<file path="config.mk">
export PLATFORM = sky130hd
export DESIGN_NAME = nesl_top
export DESIGN_NICKNAME = d
export VERILOG_FILES = /design/src/hw/nesl_pkg.sv /design/src/hw/nesl_flag.sv /design/src/hw/nesl_top.sv
export SDC_FILE = /design/constraint.sdc
export NUM_CORES = 1
export LEC_CHECK = 0
export BUFFER_PORTS_ARGS = -buffer_cell sky130_fd_sc_hd__buf_4
export CAP_MARGIN = 20
export CORE_MARGIN = 2
export CORE_UTILIZATION = 45
export CTS_CLUSTER_SIZE = 30
export DETAILED_ROUTE_END_ITERATION = 8
export PLACE_DENSITY = 0.82
export SETUP_SLACK_MARGIN = 0.2
export SLEW_MARGIN = 20
export SYNTH_ARGS = -nofsm -noshare
export SYNTH_HDL_FRONTEND = slang
export SYNTH_SLANG_ARGS = --single-unit
</file>
<file path="constraint.sdc">
create_clock -name pclk -period 4 [get_ports pclk]
set_input_delay 0.6 -clock pclk [delete_from_list [all_inputs] [get_ports pclk]]
set_output_delay 0.6 -clock pclk [all_outputs]
set_load 0.02 [all_outputs]
</file>
<file path="src/hw/nesl_pkg.sv">
// Purpose: constants for the NIC event status and interrupt request logic
// Assumes: APB slave with 32-bit data, one word per register
// Notes: event status keeps its printed offset as an index, byte address is 4x
package nesl_pkg;
   localparam int NESL_ADDR_W = 8;
   localparam logic [7:0] NESL_IDX_STATUS = 8'h07;
   localparam logic [7:0] NESL_IDX_MASK = 8'h0f;
   localparam logic [7:0] NESL_IDX_COMMAND = 8'h00;
   localparam logic [7:0] NESL_IDX_RESET_SRC = 8'h10;
   localparam logic [7:0] NESL_ADDR_STATUS = 8'h1c;
   localparam logic [7:0] NESL_ADDR_MASK = 8'h3c;
   localparam logic [7:0] NESL_ADDR_COMMAND = 8'h00;
   localparam logic [7:0] NESL_ADDR_RESET_SRC = 8'h40;
   localparam int NESL_BIT_RX_OK = 0;
   localparam int NESL_BIT_TX_OK = 1;
   localparam int NESL_BIT_RX_ERR = 2;
   localparam int NESL_BIT_TX_ERR = 3;
   localparam int NESL_BIT_OVERWRITE = 4;
   localparam int NESL_BIT_TALLY = 5;
   localparam int NESL_BIT_DMA_DONE = 6;
   localparam int NESL_BIT_RESET_STATE = 7;
   localparam int NESL_CMD_STOP_BIT = 0;
   localparam int NESL_CMD_ACTIVATE_BIT = 1;
   localparam logic [7:0] NESL_MASK_RESET = 8'h00;
   localparam logic [7:0] NESL_STATUS_RESET = 8'h80;
   localparam logic [6:0] NESL_CLEARABLE = 7'h7f;
   localparam logic [1:0] NESL_COMMAND_RESET = 2'h1;
endpackage

</file>
<file path="src/hw/nesl_flag.sv">
// Purpose: one write-one-to-clear event flag
// Assumes: set and clear are single-cycle strobes
// Notes: set wins over a clear in the same cycle
`timescale 1ns/1ns
`default_nettype none
module nesl_flag
(
   input wire logic pclk,
   input wire logic presetn,
   input wire logic set,
   input wire logic clear,
   output logic flag
);
   logic next_flag;

   always_comb
   begin
      next_flag = flag;
      if (clear)
      begin
         next_flag = 1'b0;
      end
      if (set)
      begin
         next_flag = 1'b1;
      end
   end

   always_ff @(posedge pclk or negedge presetn)
   begin
      if (!presetn)
      begin
         flag <= 1'b0;
      end
      else
      begin
         flag <= next_flag;
      end
   end
endmodule
`default_nettype wire

</file>
<file path="src/hw/nesl_top.sv">
// Purpose: event status flags, mask and host interrupt of a NIC
// Assumes: event inputs are one-cycle strobes synchronous to pclk
// Notes: APB slave, zero wait states, unmapped addresses read zero, no error
// Operation
// - Writing one clears flags 0 to 6
// - Interrupt high while any unmasked flag set
// - Flags 0 to 6 individually maskable
// - Bit 0 set on good receive
// - Bit 1 set on good transmit
// - Bit 2 set on receive error
// - Bit 3 set on transmit error
// - Bit 4 set when ring exhausted
// - Bit 5 set on tally counter MSB
// - Bit 6 set when host DMA completes
// - Bit 7 set on reset, cleared by start
// - Bit 7 set on ring overflow, cleared by removal
// - Host writes to bit 7 ignored
// - Bit 7 never raises the interrupt
// - Mask bit enables matching flag
// - Mask powers up all zero
`timescale 1ns/1ns
`default_nettype none
module nesl_top
   import nesl_pkg::*;
(
   input wire logic pclk,
   input wire logic presetn,
   input wire logic psel,
   input wire logic penable,
   input wire logic pwrite,
   input wire logic [nesl_pkg::NESL_ADDR_W-1:0] paddr,
   input wire logic [31:0] pwdata,
   input wire logic [3:0] pstrb,
   output logic [31:0] prdata,
   output logic pready,
   output logic pslverr,
   input wire logic packet_rx_ok,
   input wire logic packet_tx_ok,
   input wire logic rx_crc_error,
   input wire logic rx_align_error,
   input wire logic rx_fifo_overrun,
   input wire logic rx_missed_packet,
   input wire logic tx_excess_collisions,
   input wire logic tx_fifo_underrun,
   input wire logic ring_exhausted,
   input wire logic tally_msb_set,
   input wire logic host_dma_done,
   input wire logic ring_overflow,
   input wire logic ring_packet_removed,
   output logic host_irq,
   output logic running
);
   import nesl_pkg::*;

   logic [6:0] event_set;
   logic [6:0] event_clear;
   logic [6:0] event_flags;
   logic [7:0] event_mask_register;
   logic [7:0] next_mask;
   logic [1:0] command_register;
   logic [1:0] next_command;
   logic reset_state;
   logic next_reset_state;
   logic ring_full;
   logic next_ring_full;
   logic [31:0] next_prdata;
   logic wr_access;
   logic rd_access;
   logic start_cmd;
   logic stop_cmd;
   logic [7:0] status_view;
   logic wr_status;
   logic wr_mask;
   logic wr_command;
   logic next_host_irq;
   logic next_running;
   logic [6:0] irq_sources;

   function automatic logic hit(input logic [7:0] addr, input logic [7:0] reg_addr);
      hit = (addr == reg_addr);
   endfunction

   // Register strobe: access phase write on lane 0 to one address
   function automatic logic lane0_write(input logic acc, input logic [3:0] strb,
      input logic [7:0] addr, input logic [7:0] reg_addr);
      lane0_write = acc && strb[0] && hit(addr, reg_addr);
   endfunction

   assign wr_access = psel && penable && pwrite;
   assign rd_access = psel && !penable && !pwrite;
   assign pready = 1'b1;
   assign pslverr = 1'b0;
   assign wr_status = lane0_write(wr_access, pstrb, paddr, NESL_ADDR_STATUS);
   assign wr_mask = lane0_write(wr_access, pstrb, paddr, NESL_ADDR_MASK);
   assign wr_command = lane0_write(wr_access, pstrb, paddr, NESL_ADDR_COMMAND);

   always_comb
   begin
      event_set = '0;
      event_set[NESL_BIT_RX_OK] = packet_rx_ok;
      event_set[NESL_BIT_TX_OK] = packet_tx_ok;
      event_set[NESL_BIT_RX_ERR] = rx_crc_error | rx_align_error | rx_fifo_overrun
         | rx_missed_packet;
      event_set[NESL_BIT_TX_ERR] = tx_excess_collisions | tx_fifo_underrun;
      event_set[NESL_BIT_OVERWRITE] = ring_exhausted;
      event_set[NESL_BIT_TALLY] = tally_msb_set;
      event_set[NESL_BIT_DMA_DONE] = host_dma_done;
   end

   // Only a low byte write with strobe can clear; bit 7 excluded
   assign event_clear = wr_status ? (pwdata[6:0] & NESL_CLEARABLE) : 7'h00;

   genvar gi;
   generate
      for (gi = 0; gi < 7; gi++)
      begin : g_flag
         // Set has priority inside the flag cell
         nesl_flag u_flag
         (
            .pclk(pclk),
            .presetn(presetn),
            .set(event_set[gi]),
            .clear(event_clear[gi]),
            .flag(event_flags[gi])
         );
      end
   endgenerate

   assign start_cmd = wr_command && pwdata[NESL_CMD_ACTIVATE_BIT];
   assign stop_cmd = wr_command && pwdata[NESL_CMD_STOP_BIT];

   // Command bits kept as written so software can read them back
   always_comb
   begin
      next_command = command_register;
      if (wr_command)
      begin
         next_command = pwdata[1:0];
      end
   end

   always_ff @(posedge pclk or negedge presetn)
   begin
      if (!presetn)
      begin
         command_register <= NESL_COMMAND_RESET;
      end
      else
      begin
         command_register <= next_command;
      end
   end

   // Stop wins when both command bits are written together
   always_comb
   begin
      next_reset_state = reset_state;
      if (stop_cmd)
      begin
         next_reset_state = 1'b1;
      end
      else if (start_cmd)
      begin
         next_reset_state = 1'b0;
      end
   end

   always_ff @(posedge pclk or negedge presetn)
   begin
      if (!presetn)
      begin
         reset_state <= NESL_STATUS_RESET[NESL_BIT_RESET_STATE];
      end
      else
      begin
         reset_state <= next_reset_state;
      end
   end

   // Overflow beats removal so a fresh overflow is never lost
   always_comb
   begin
      next_ring_full = ring_full;
      if (ring_packet_removed)
      begin
         next_ring_full = 1'b0;
      end
      if (ring_overflow)
      begin
         next_ring_full = 1'b1;
      end
   end

   always_ff @(posedge pclk or negedge presetn)
   begin
      if (!presetn)
      begin
         ring_full <= 1'b0;
      end
      else
      begin
         ring_full <= next_ring_full;
      end
   end

   // Mask bit 7 has no flag behind it, so it always reads zero
   always_comb
   begin
      next_mask = event_mask_register;
      if (wr_mask)
      begin
         next_mask = {1'b0, pwdata[6:0]};
      end
   end

   always_ff @(posedge pclk or negedge presetn)
   begin
      if (!presetn)
      begin
         event_mask_register <= NESL_MASK_RESET;
      end
      else
      begin
         event_mask_register <= next_mask;
      end
   end

   assign status_view = {reset_state | ring_full, event_flags};

   // Read data launched in setup, so access phase is zero-wait
   always_comb
   begin
      next_prdata = prdata;
      if (rd_access)
      begin
         next_prdata = 32'h0000_0000;
         if (hit(paddr, NESL_ADDR_STATUS))
         begin
            next_prdata[7:0] = status_view;
         end
         else if (hit(paddr, NESL_ADDR_MASK))
         begin
            next_prdata[7:0] = event_mask_register;
         end
         else if (hit(paddr, NESL_ADDR_COMMAND))
         begin
            next_prdata[1:0] = command_register;
         end
      end
   end

   always_ff @(posedge pclk or negedge presetn)
   begin
      if (!presetn)
      begin
         prdata <= 32'h0000_0000;
      end
      else
      begin
         prdata <= next_prdata;
      end
   end

   // Bit 7 left out of the product
   assign irq_sources = event_flags & event_mask_register[6:0];

   // Registered so the pin never glitches while flags settle
   always_comb
   begin
      next_host_irq = |irq_sources;
   end

   always_ff @(posedge pclk or negedge presetn)
   begin
      if (!presetn)
      begin
         host_irq <= 1'b0;
      end
      else
      begin
         host_irq <= next_host_irq;
      end
   end

   // Follows the run state in the same cycle as the command write
   always_comb
   begin
      next_running = ~next_reset_state;
   end

   always_ff @(posedge pclk or negedge presetn)
   begin
      if (!presetn)
      begin
         running <= 1'b0;
      end
      else
      begin
         running <= next_running;
      end
   end
endmodule
`default_nettype wire

</file>
Word-level counts from Yosys, hierarchy flattened. Index checks and enable logic that the tools add are counted.

Register bits: 28. Input bits: 62. Output and inout bits: 36.

Equality and inequality tests: 2. Mux-type cells: 23. Bitwise operators: 7. Reduce and logical (&&, ||, !) cells: 22.

Operators with widths (number): two-way mux 1 bit (18); nonzero test 2 bit (8); logical AND 1 bit (10); equality test 8 x 5 -> 1 bit, second input constant (1); equality test 8 x 6 -> 1 bit, second input constant (1); logical NOT 8 bit (1); two-way mux 8 bit (1); bitwise AND 7 bit (1); two-way mux 7 bit (1); OR reduction 7 bit (1); two-way mux 5 bit (1); OR 1 bit (5); two-way mux 2 bit (2); logical NOT 1 bit (2); NOT 1 bit (1).

Depth between registers and ports, before layout. Gate-level depths: netlist of the first run.

Depth in word-level cells: 8. Depth in mapped cells: 5. Gate-level depth less buffers: 3.

Modules after synthesis. From an unflattened synthesis of the first run, not the netlist that was laid out.

Cell total of the unflattened synthesis: 136. Area total of the unflattened synthesis: 1481.4 µm².

Modules (own cells, without submodules): nesl_top (times used 1, cells each 115, area each 1227.4 µm²); nesl_flag (times used 7, cells each 3, area each 36.3 µm²).

Worst setup path before layout of the first run. Ideal clock, no wire load.

Path kind: in2reg. From: input paddr[1] (netlist bit). To: register reset_state. Data arrival time: 2.000 ns. Slack: 1.921 ns. Cell stages on the path: 4. Buffers on the path: 1. Path through: or4_4 > buf_6 > or4_4 > a22o_1.

Word-level cells in the longest chain between the ends: 5. Elaborated cells on any way between the ends: 6.

Ends and longest elaborated chain: from (decl) (line nesl_top.sv:31) `input wire logic [nesl_pkg::NESL_ADDR_W-1:0] paddr,`; logical NOT 8 bit * (line nesl_top.sv:80) `hit = (addr == reg_addr);`; logical AND 1 bit * (line nesl_top.sv:86) `lane0_write = acc && strb[0] && hit(addr, reg_addr);`; logical AND 1 bit (line nesl_top.sv:129) `assign start_cmd = wr_command && pwdata[NESL_CMD_ACTIVATE_BIT];`; two-way mux 1 bit (line nesl_top.sv:162) `else if (start_cmd)`; two-way mux 1 bit * (line nesl_top.sv:158) `if (stop_cmd)`; named net next_reset_state (line nesl_top.sv:63) `logic next_reset_state;`; to (signal assigned) (line nesl_top.sv:172) `reset_state <= NESL_STATUS_RESET[NESL_BIT_RESET_STATE];`; to (signal assigned) (line nesl_top.sv:176) `reset_state <= next_reset_state;`; to (decl) (line nesl_top.sv:62) `logic reset_state;`.

The timed path passes the listed nets; every way through them passes the cells marked *. A chain may end at the register's enable or synchronous reset.

Worst setup path after layout of the first run.
From: input paddr[1] (netlist bit). To: register g_flag[0].u_flag.flag.

Word-level cells in the longest chain between the ends: 4.

Ends and longest elaborated chain: equality test 8 x 5 -> 1 bit (line nesl_top.sv:80); logical AND 1 bit (line nesl_top.sv:86); two-way mux 7 bit (line nesl_top.sv:111) `assign event_clear = wr_status ? (pwdata[6:0] & NESL_CLEARABLE) : 7'h00;`; nonzero test 2 bit (no line); to (signal assigned) (line nesl_flag.sv:37) `flag <= next_flag;`; to (decl) (line nesl_flag.sv:12) `output logic flag`.

Every way passes these cells.

==> results.txt, run 1 <==
----------------------------------------------------
[Run status]
  Outcome ... complete, no violations

[Place]
  Detailed Place HPWL ... 2457 um
  Total of buffers placed on input and output ports ... 43
  Routability cong. ... 0.8030
  Worst slack after detailed placement ... 1.774 ns

[Route]
  Count of antenna-violating nets left after detailed routing ... 0
  Post-detailed-route DRC marker count ... 0
  Total iterations of the first detailed-routing run ... 4
  Via count ... 1,174
  DR WL/cell ... 13.70 um
  Wirelength, routed ... 3152 um
  DR WL met2 ... 1528 um
  Post-detailed-route via-to-cell ratio ... 5.104
  Iteration-0 DRC Markers ... 49
  Highest signal layer in the routed design ... met4
  Wire length on met1 ... 1363 um
  Total met3 wirelength after detailed routing ... 213 um

[Timing]
  Measured slew at the worst slew-check pin ... 0.8310 ns
  Worst clock skew on the final layout ... 0.001163 ns
  Minimum hold slack ... 0.1586 ns
  Final worst slack ... 2.124 ns
  Worst max-slew margin expressed relative to the limit ... 0.4448
  Setup repair after global routing missed its margin ... false
  Share of the cycle needed by the critical path after routing ... 0.4689
  Number of endpoints with negative hold slack in the final report ... 0
  Final setup TNS ... 0 ns
  Maximum operating frequency ... 533.1 MHz
  Count of final max-slew check failures ... 0
  Shortest period the worst path allows ... 1.876 ns
  Setup violation total in the final timing report ... 0

[Worst setup path]
  Cells along the critical path ... buf_4 -> or4_4 -> or3b_1 -> o22a_1
  Critical path startpoint category ... primary input
  Largest stage delay, worst path ... 0.60 ns
  Largest driver fanout on the critical path ... 7
  Total buffers and inverters traversed by the critical path ... 1
  Critical-path top delay cell ... or4_4
  Category of the worst setup path capture point ... register
  Cell family contributing the most delay on the critical path ... simple AND/OR/NAND/NOR gates
  Setup Crit Path Kind ... in2reg
  Required time worst endpoint ... 4.23 ns
  Arrival time worst endpoint ... 2.11 ns

[Clock network]
  Clock transition at the registers of the reported paths ... 0.15 ns
  CTS tree ... yes
  H-tree levels ... 1
  Inserted Clock Buffers ... 3
  Number of buffers inserted by hold repair at cts ... 0
  Buffer depth of the longest clock path ... 2
  Clock net sink count ... 28
  Insertion delay to the later sink of the worst-skew pair ... 0.32 ns
  CTS Root Cell ... clkbuf_4
  CTS-repair resized insts ... 0
  Post-CTS setup repair buffer count ... 0

[Floorplanning]
  Floorplan row count ... 21
  Number of top-level pins ... 98
  Die H ... 62.58 um
  X dimension of the die ... 62.58 um
  Initial core utilization ... 0.4664
  Area of the die ... 3916 um2
  Std-Cell Core Area ... 3311 um2

[Yosys]
  Dominant cell type by area after synthesis ... dfrtp_1
  Sequential cell area fraction in the yosys report ... 0.4554
  FF+latch count, synth ... 28
  Area fraction of the dominant cell type after synthesis ... 0.4214
  Top area cells in the synthesized netlist ... dfrtp_1 (42%), buf_4 (13%), mux2_2 (5.8%), nand4_1 (4.1%), dfstp_2 (3.4%)
  Cells after synthesis ... 142
  Number of distinct library cells after synthesis ... 37
  Mapped cell area ... 1544 um2
  Yosys synthesis warning count ... 0
  Mean instance size in the synthesized netlist ... 10.87 um2

[Global routing]
  Pin count of the biggest net entering global routing ... 29
  Vias in the first global route ... 1,090
  All-Layer GR Usage ... 0.1620
  First-pass GRT wire length ... 5112 um
  Global route total overflow ... 0
  Antenna violations before repair ... 0

[Pwr]
  LEAKAGE ... 0.8569 nW
  Power density over cell area ... 296.2 nW/um2
  Worst ir drop on vdd ... 0.1428 mV
  Overall power consumption ... 550.0 uW

[Hold path]
  Hold Crit Class ... in2async

[Cells and area]
  Final layout net count ... 247
  Total area of sequential cells ... 703.2 um2
  Fraction of layout cells with a size suffix above 1 ... 0.3587
  Antenna Cells ... 0
  Growth of design area from synthesis to finish ... 20.26%
  FILL cells ... 316
  Total area of multi-input combinational cells ... 683.2 um2

[Run]
  Number of maximum-capacitance constraint violations ... 0

----------------------------------------------------
sequential cells by signal, summed over array words and instances (netlist names):
signal               flops
ring_full                1
prdata                   8
event_mask_register      7
host_irq                 1
g_flag.u_flag.flag       7
reset_state              1
running                  1
command_register         2
Yosys cell counts:
| master | number |
|---|---|
| nand3_1 | 1 |
| and4_1 | 1 |
| nand4_1 | 10 |
| buf_6 | 1 |
| or4b_2 | 3 |
| or3b_2 | 1 |
| nand2_1 | 9 |
| nor4_1 | 2 |
| inv_1 | 8 |
| o211ai_1 | 5 |
| o32a_1 | 1 |
| dfrtp_1 | 26 |
| o2111ai_1 | 1 |
| or3b_1 | 1 |
| a22o_1 | 1 |
| a2bb2oi_1 | 1 |
| and3_1 | 1 |
| a221o_1 | 2 |
| a21o_1 | 1 |
| o22a_1 | 5 |
| conb_1 | 2 |
| and4b_1 | 1 |
| a2111oi_0 | 2 |
| clkbuf_1 | 3 |
| nor3_4 | 1 |
| buf_4 | 26 |
| nor2_1 | 1 |
| a22oi_1 | 3 |
| nor4_4 | 1 |
| nand2b_1 | 5 |
| or4_4 | 2 |
| a222oi_1 | 1 |
| or3_1 | 1 |
| dfstp_2 | 2 |
| mux2_2 | 8 |
| o21ai_0 | 1 |
| nor3b_1 | 1 |
layer usage:
| layer | track usage | vias to the layer above |
|---|---|---|
| met5 | 0 | - |
| met4 | 0.05556 | 0 |
| met3 | 0.03423 | 4 |
| met2 | 0.2608 | 48 |
| met1 | 0.2173 | 561 |
| li1 | - | 561 |
kinds of logic (layout without fill, tap and decap cells):
| family | Yosys count | in the layout | synth area share |
|---|---|---|---|
| simple gates | 42 | 42 | 0.1913 |
| buf+inv | 38 | 56 | 0.1605 |
| flops | 28 | 28 | 0.4554 |
| compound gates | 24 | 24 | 0.1297 |
| mux | 8 | 8 | 0.05835 |
| other cells | 2 | 26 | 0.004864 |
stage by stage:
step / cell area (um2) / cells / util
6_report: 1857 / 230 / 0.5608
5_1_grt: 1857 / 230 / 0.5608
4_1_cts: 1857 / 230 / 0.5608
3_5_place_dp: 1804 / 226 / 0.5450
3_3_place_gp: 1804 / 226 / 0.5450
2_1_floorplan: 1634 / 166 / -
cell type report:
| cell class | count | area share |
|---|---|---|
| Sequential cell | 28 | 0.3787 |
| Clock inverter | 1 | 0.01617 |
| Multi-Input combinational cell | 100 | 0.3679 |
| Timing Repair Buffer | 44 | 0.1779 |
| Clock buffer | 3 | 0.01213 |
| Inverter | 8 | 0.01617 |
| Tap cell | 46 | 0.03100 |
worst register-to-register path, stage by stage, from the launching register on:
cell	delay, ns
dfstp_2	0.55
or4b_2	0.58
a2111oi_0	0.49
a221o_1	0.17
power by group:
| part | switching [mW] | internal (mW) | leakage [nW] | total, mW |
|---|---|---|---|---|
| Clock | 0.0846 | 0.101 | 0.0279 | 0.186 |
| Combinational | 0.0476 | 0.0292 | 0.496 | 0.0767 |
| Sequential | 0.00143 | 0.286 | 0.333 | 0.287 |
worst paths after layout:
kind	startpoint	end	slack (ns)	cells after the start
setup / recovery	paddr[1]	g_flag[0].u_flag.flag	2.12	4
hold / removal	presetn	prdata[6]	0.16	1
setup reg to reg	command_register[0]	prdata[0]	2.16	3
hold reg to reg	prdata[7]	prdata[7]	0.49	2
max in group asynchronous	presetn	command_register[0]	3.54	1
min in group pclk	ring_overflow	ring_full	0.45	2
layout by cell type (no fill, tap or decap), types with 2 or more instances in the layout:
cell type,netlist,routed
dfstp_2,2,2
a22oi_1,3,3
nand4_1,10,10
nand2_1,9,9
dfrtp_1,26,26
o211ai_1,5,5
clkbuf_4,0,3
inv_1,8,8
nand2b_1,5,5
mux2_2,8,8
a221o_1,2,2
a2111oi_0,2,2
o22a_1,5,5
nor4_1,2,2
buf_4,26,44
conb_1,2,26
or4_4,2,2
or4b_2,3,3
Power figures use the tool's default switching activity.
==> run 2, diff against run 1 <==
- CORE_UTILIZATION: 45 -> 38
- PLACE_DENSITY: 0.82 -> 0.74
- clock period: 4 -> 1.6 ns (I/O delays scaled with it)
==> results.txt, run 2 (synthesized netlist as in run 1, its figures left out) <==
----------------------------------------------------
[Pwr]
  LEAKAGE ... 0.9693 nW (+13%)
  Portion of total power attributed to combinational logic ... 0.152 (+0.013)
  Worst ir drop on vdd ... 0.4652 mV (+230%)
  Internal ... 1.147 mW (+180%)
  Switching part of the total power ... 0.2338 (-0.009078)
  Switching power ... 349.8 uW (+160%)
  Overall power consumption ... 1.496 mW (+170%)
  Power density over cell area ... 708.5 nW/um2 (+140%)
  Clock group share of total power ... 0.368 (+0.030)
  Power share of the sequential group ... 0.480 (-0.043)

[Timing]
  Minimum hold slack ... 0.1391 ns (-0.01952 ns)
  Setup repair after global routing missed its margin ... true
  Worst max-slew margin expressed relative to the limit ... 0.6514 (+0.2066)
  Measured slew at the worst slew-check pin ... 0.5218 ns (-0.3093 ns)
  Maximum operating frequency ... 657.6 MHz
  Setup violation total in the final timing report ... 0 (unchanged)
  Worst clock skew on the final layout ... 0.003618 ns (+0.002455 ns)
  Share of the cycle needed by the critical path after routing ... 0.9504
  Shortest period the worst path allows ... 1.521 ns
  Count of final max-slew check failures ... 0 (unchanged)
  Number of endpoints with negative hold slack in the final report ... 0 (unchanged)

[Worst setup path]
  Cells along the critical path ... or4b_4 -> a2111oi_4 -> a221o_1
  Critical-path top delay cell ... dfstp_2
  Required time worst endpoint ... 1.82 ns (-2.41 ns)
  Critical path startpoint category ... register
  Category of the worst setup path capture point ... register
  Largest driver fanout on the critical path ... 2 (-5)
  Largest stage delay, worst path ... 0.53 ns (-0.07 ns)
  Arrival time worst endpoint ... 1.74 ns (-0.37 ns)
  Setup Crit Path Kind ... reg2reg

[Floorplanning]
  X dimension of the die ... 67.74 um (+8.3%)
  Initial core utilization ... 0.3916 (-0.07474)
  Area of the die ... 4589 um2 (+17%)
  Floorplan row count ... 23 (+9.5%)
  Die H ... 67.74 um (+8.3%)
  Std-Cell Core Area ... 3943 um2 (+19%)
  Number of top-level pins ... 98 (unchanged)

[Global routing]
  All-Layer GR Usage ... 0.1479 (-0.01402)
  Vias in the first global route ... 1,202 (+10%)
  Global route total overflow ... 0 (unchanged)
  Pin count of the biggest net entering global routing ... 29 (unchanged)
  Antenna violations before repair ... 0 (unchanged)
  First-pass GRT wire length ... 5188 um (+1.5%)

[Route]
  Iteration-0 DRC Markers ... 34 (-31%)
  Post-detailed-route via-to-cell ratio ... 4.904 (-3.9%)
  Via count ... 1,231 (+4.9%)
  Post-detailed-route DRC marker count ... 0 (unchanged)
  Total iterations of the first detailed-routing run ... 4 (unchanged)
  Wirelength, routed ... 3211 um (+1.9%)
  DR WL/cell ... 12.79 um (-6.7%)
  Count of antenna-violating nets left after detailed routing ... 0 (unchanged)

[Place]
  Routability cong. ... 0.8389 (+4.5%)
  Detailed Place HPWL ... 2524 um (+2.7%)
  Total of buffers placed on input and output ports ... 43 (unchanged)

[Clock network]
  Clock net sink count ... 28 (unchanged)
  CTS tree ... yes
  H-tree levels ... 1 (unchanged)
  Clock transition at the registers of the reported paths ... 0.10 ns (-0.05 ns)
  Insertion delay to the later sink of the worst-skew pair ... 0.27 ns (-0.05 ns)
  Inserted Clock Buffers ... 3 (unchanged)
  Buffer depth of the longest clock path ... 2 (unchanged)
  CTS Root Cell ... clkbuf_8

[Run]
  Number of maximum-capacitance constraint violations ... 0 (unchanged)

[Cells and area]
  Regs by FF count ... prdata (8), event_mask_register (7), g_flag.u_flag.flag (7)
  Final layout net count ... 264 (+6.9%)
  Fraction of layout cells with a size suffix above 1 ... 0.4378 (+0.07912)
  Register bank with the most flops ... prdata
  FILL cells ... 341 (+7.9%)
  Most common library cell in the layout ignoring fill and taps ... buf_4
  Commonest cells after routing, fill and taps aside ... buf_4 (54), conb_1 (26), dfrtp_1 (26)
  Growth of design area from synthesis to finish ... 36.79%
  Flip-flop count of the largest register, all copies and words added ... 8 (unchanged)
  Antenna Cells ... 0 (unchanged)

[Run status]
  Outcome ... complete, no violations

[Hold path]
  Hold Crit Class ... in2reg

----------------------------------------------------
-- run 2: power groups by stage --
stage / registers [mW] / logic [mW] / clock network, mW
finish: 0.718 / 0.228 / 0.551
global route: 0.719 / 0.249 / 0.587
CTS: 0.718 / 0.225 / 0.563
detailed placement: 0.732 / 0.214 / 0
global placement: 0.732 / 0.211 / 0
floorplan: 0.734 / 0.136 / 0
-- run 2: routing by layer --
layer / share of wire / vias up / GRT usage
met5: 0 / - / 0
met4: 0.011 / 0 / 0.05867
met1: 0.45 / 592 / 0.1777
met3: 0.057 / 4 / 0.02167
met2: 0.48 / 41 / 0.2635
li1: - / 594 / -
-- run 2: what timing repair did --
| item | 4_1_cts | 5_1_grt |
|---|---|---|
| cloned | 0 | 0 |
| hold buffers | 1 | 0 |
| endpoints found under the setup margin | 15 | 18 |
| hold endpoints to repair | 26 | 0 |
| pin swaps | 8 | 3 |
| buffers inserted | 0 | 1 |
| gates resized for setup | 16 | 3 |
-- run 2: worst paths after layout --
path / start / end / slack [ns] / cells past startpoint
max in group asynchronous: presetn / reset_state / 0.89 / 2
worst min register to register: ring_full / ring_full / 0.50 / 1
worst min-delay path: ring_overflow / ring_full / 0.14 / 2
worst max-delay path: command_register[0] / prdata[0] / 0.08 / 3
min in group asynchronous: presetn / command_register[1] / 0.41 / 2
worst max register to register: command_register[0] / prdata[0] / 0.08 / 3
-- run 2: area by class of cell --
| class | count | area [um2] | share of cell area |
|---|---|---|---|
| clock buffer | 3 | 41.29 | 0.01955 |
| clock inverter | 1 | 30.03 | 0.01422 |
| inverter | 8 | 30.03 | 0.01422 |
| multi-input combinational | 100 | 762.0 | 0.3608 |
| sequential | 28 | 703.2 | 0.3329 |
| tap | 50 | 62.56 | 0.02962 |
| timing repair buffer | 61 | 483.0 | 0.2287 |
-- run 2: worst max-delay path, delay by kind of cell, from the launching register on --
kind,cells,cell delay (ns)
DFF,1,0.53
and+or+nand+nor,1,0.48
AOI/OAI and AO/OA,2,0.45
-- run 2: per-stage QoR --
step,instance area (um2),setup slack (ns),cells,TNS (ns),utilization
CTS,2081,0.09906,250,0,0.5278
finish,2112,0.07937,251,0,0.5357
floorplan,1657,-0.09621,166,-1.137,-
detailed placement,1943,-0.2339,245,-3.008,0.4929
global route,2112,0.03861,251,0,0.5357
global placement,1943,-0.2277,245,-3.055,0.4929
==> run 3, diff against run 2 <==
==> constraint.sdc (replaced) <==
create_clock -name pclk -period 1.6 [get_ports pclk]
set_input_delay 0.32 -clock pclk [delete_from_list [all_inputs] [get_ports pclk]]
set_output_delay 0.32 -clock pclk [all_outputs]
set_load 0.02 [all_outputs]
==> results.txt, run 3 (synthesized netlist as in run 1, its figures left out) <==
----------------------------------------------------
[Floorplanning]
  Initial core utilization ... 0.3916 (unchanged)
  Std-Cell Core Area ... 3943 um2 (unchanged)
  X dimension of the die ... 67.74 um (unchanged)
  Die H ... 67.74 um (unchanged)
  Number of top-level pins ... 98 (unchanged)
  Floorplan row count ... 23 (unchanged)
  Area of the die ... 4589 um2 (unchanged)

[Cells and area]
  Regs by FF count ... prdata (8), event_mask_register (7), g_flag.u_flag.flag (7)
  Final layout net count ... 267 (+1.1%)
  Register bank with the most flops ... prdata
  Antenna Cells ... 0 (unchanged)
  Count of non-filler cells in the finished layout ... 254 (+1.2%)
  Final standard cell utilization of the core ... 0.5446 (+0.008886)
  Growth of design area from synthesis to finish ... 39.06%
  Commonest cells after routing, fill and taps aside ... buf_4 (58), conb_1 (26), dfrtp_1 (26)
  Fraction of layout cells with a size suffix above 1 ... 0.4461 (+0.008267)
  Flip-flop count of the largest register, all copies and words added ... 8 (unchanged)
  Final cell area excluding filler cells ... 2147 um2 (+1.7%)
  Most common library cell in the layout ignoring fill and taps ... buf_4

[Place]
  Routability cong. ... 0.8149 (-2.9%)
  Inst Count DP ... 246 (+0.41%)
  Area of placed instances ... 1951 um2 (+0.39%)
  Total of buffers placed on input and output ports ... 43 (unchanged)
  Detailed Place HPWL ... 2493 um (-1.2%)

[Clock network]
  CTS tree ... yes
  Inserted Clock Buffers ... 3 (unchanged)
  Clock transition at the registers of the reported paths ... 0.10 ns (about the same)
  Buffer depth of the longest clock path ... 2 (unchanged)
  CTS Root Cell ... clkbuf_8
  Insertion delay to the later sink of the worst-skew pair ... 0.28 ns (about the same)
  Clock net sink count ... 28 (unchanged)
  H-tree levels ... 1 (unchanged)

[Global routing]
  Pin count of the biggest net entering global routing ... 29 (unchanged)
  First-pass GRT wire length ... 5292 um (+2.0%)
  Vias in the first global route ... 1,150 (-4.3%)
  Antenna violations before repair ... 0 (unchanged)
  All-Layer GR Usage ... 0.1530 (+0.005093)
  Global route total overflow ... 0 (unchanged)

[Route]
  Wirelength, routed ... 3357 um (+4.5%)
  Iteration-0 DRC Markers ... 43 (+26%)
  Post-detailed-route DRC marker count ... 0 (unchanged)
  Count of antenna-violating nets left after detailed routing ... 0 (unchanged)
  Total iterations of the first detailed-routing run ... 5 (+1)
  Post-detailed-route via-to-cell ratio ... 4.846 (-1.2%)
  DR WL/cell ... 13.22 um (+3.3%)
  Via count ... 1,231 (unchanged)

[Worst setup path]
  Critical-path top delay cell ... or4_4
  Category of the worst setup path capture point ... register
  Cells along the critical path ... buf_6 -> or4_4 -> nor3_4 -> buf_4 -> mux2_2
  Required time worst endpoint ... 1.76 ns (-0.06 ns)
  Largest driver fanout on the critical path ... 5 (+3)
  Arrival time worst endpoint ... 1.68 ns (-0.06 ns)
  Cell family contributing the most delay on the critical path ... simple AND/OR/NAND/NOR gates
  Cell count along the critical path ... 5 (+2)
  Total buffers and inverters traversed by the critical path ... 2 (+2)
  Setup Crit Path Kind ... in2reg
  Cells on worst reg2reg path ... 3 (unchanged)
  Critical path startpoint category ... primary input
  Largest stage delay, worst path ... 0.59 ns (+0.06 ns)

[Timing]
  Worst clock skew on the final layout ... 0.01201 ns (+0.008388 ns)
  Shortest period the worst path allows ... 1.523 ns (+0.002322 ns)
  Share of the cycle needed by the critical path after routing ... 0.9518 (+0.001451)
  Count of final max-slew check failures ... 0 (unchanged)
  Setup violation total in the final timing report ... 0 (unchanged)
  Setup repair after global routing missed its margin ... true
  Final setup TNS ... 0 ns (unchanged)
  Minimum hold slack ... 0.2132 ns (+0.07409 ns)
  Maximum operating frequency ... 656.6 MHz (-0.15%)
  Number of endpoints with negative hold slack in the final report ... 0 (unchanged)

[Pwr]
  Portion of total power attributed to combinational logic ... 0.156 (+0.004)
  Power density over cell area ... 705.5 nW/um2 (-0.43%)
  Clock group share of total power ... 0.370 (+0.002)
  Internal ... 1.152 mW (+0.51%)
  Power share of the sequential group ... 0.474 (-0.006)
  Switching power ... 362.2 uW (+3.5%)
  Worst ir drop on vdd ... 0.4184 mV (-10%)
  Switching part of the total power ... 0.2391 (+0.005369)
  LEAKAGE ... 0.9845 nW (+1.6%)

[Hold path]
  Hold Crit Class ... in2reg
  Cells on Worst Hold Path ... 2 (unchanged)

[Run]
  Number of maximum-capacitance constraint violations ... 0 (unchanged)

[Run status]
  Outcome ... complete, no violations

----------------------------------------------------
[run 3: worst paths after layout]
kind	end	slack (ns)	start
worst max-delay path	event_mask_register[6]	0.08	paddr[6]
worst min-delay path	ring_full	0.21	ring_overflow
worst max register to register	prdata[0]	0.09	command_register[0]
worst min register to register	prdata[7]	0.50	prdata[7]
max in group asynchronous	reset_state	0.82	presetn
min in group asynchronous	g_flag[1].u_flag.flag	0.48	presetn
[run 3: through the flow]
step	setup WS, ns	power [mW]
2_1_floorplan	-0.1762	0.8708
4_1_cts	0.09476	1.506
3_3_place_gp	-0.3052	0.9448
6_report	0.07705	1.515
5_1_grt	0.06935	1.574
3_5_place_dp	-0.3121	0.9477
[run 3: repair_timing]
action	in CTS	in global routing
pin swaps	10	0
endpoints found under the setup margin	20	20
resized for setup	16	4
buffers inserted	2	1
hold buffers	1	0
hold endpoints to repair	26	0
[run 3: layer usage]
metal | global-route usage | up-vias | share of wire
met5 | 0 | - | 0
met1 | 0.2057 | 585 | 0.45
met3 | 0.02333 | 2 | 0.061
li1 | - | 600 | -
met2 | 0.2574 | 44 | 0.49
met4 | 0.03827 | 0 | 0.0045
[run 3: power by group through the flow]
| stage | combinational (mW) | sequential [mW] | clock, mW |
|---|---|---|---|
| floorplan | 0.136 | 0.734 | 0 |
| global placement | 0.213 | 0.732 | 0 |
| detailed placement | 0.216 | 0.732 | 0 |
| CTS | 0.231 | 0.718 | 0.556 |
| global route | 0.259 | 0.719 | 0.596 |
| finish | 0.236 | 0.718 | 0.560 |
[run 3: final cells by class]
type	instances	area, um2
fill	341	1795
multi-input combinational	100	774.5
sequential	28	703.2
timing repair buffer	64	505.5
tap	50	62.56
clock buffer	3	41.29
clock inverter	1	30.03
inverter	8	30.03
[run 3: worst register-to-register path, cell delays in order (launching register included)]
cell,delay [ns]
dfstp_2,0.54
or4b_4,0.48
a2111oi_4,0.30
a221o_1,0.14
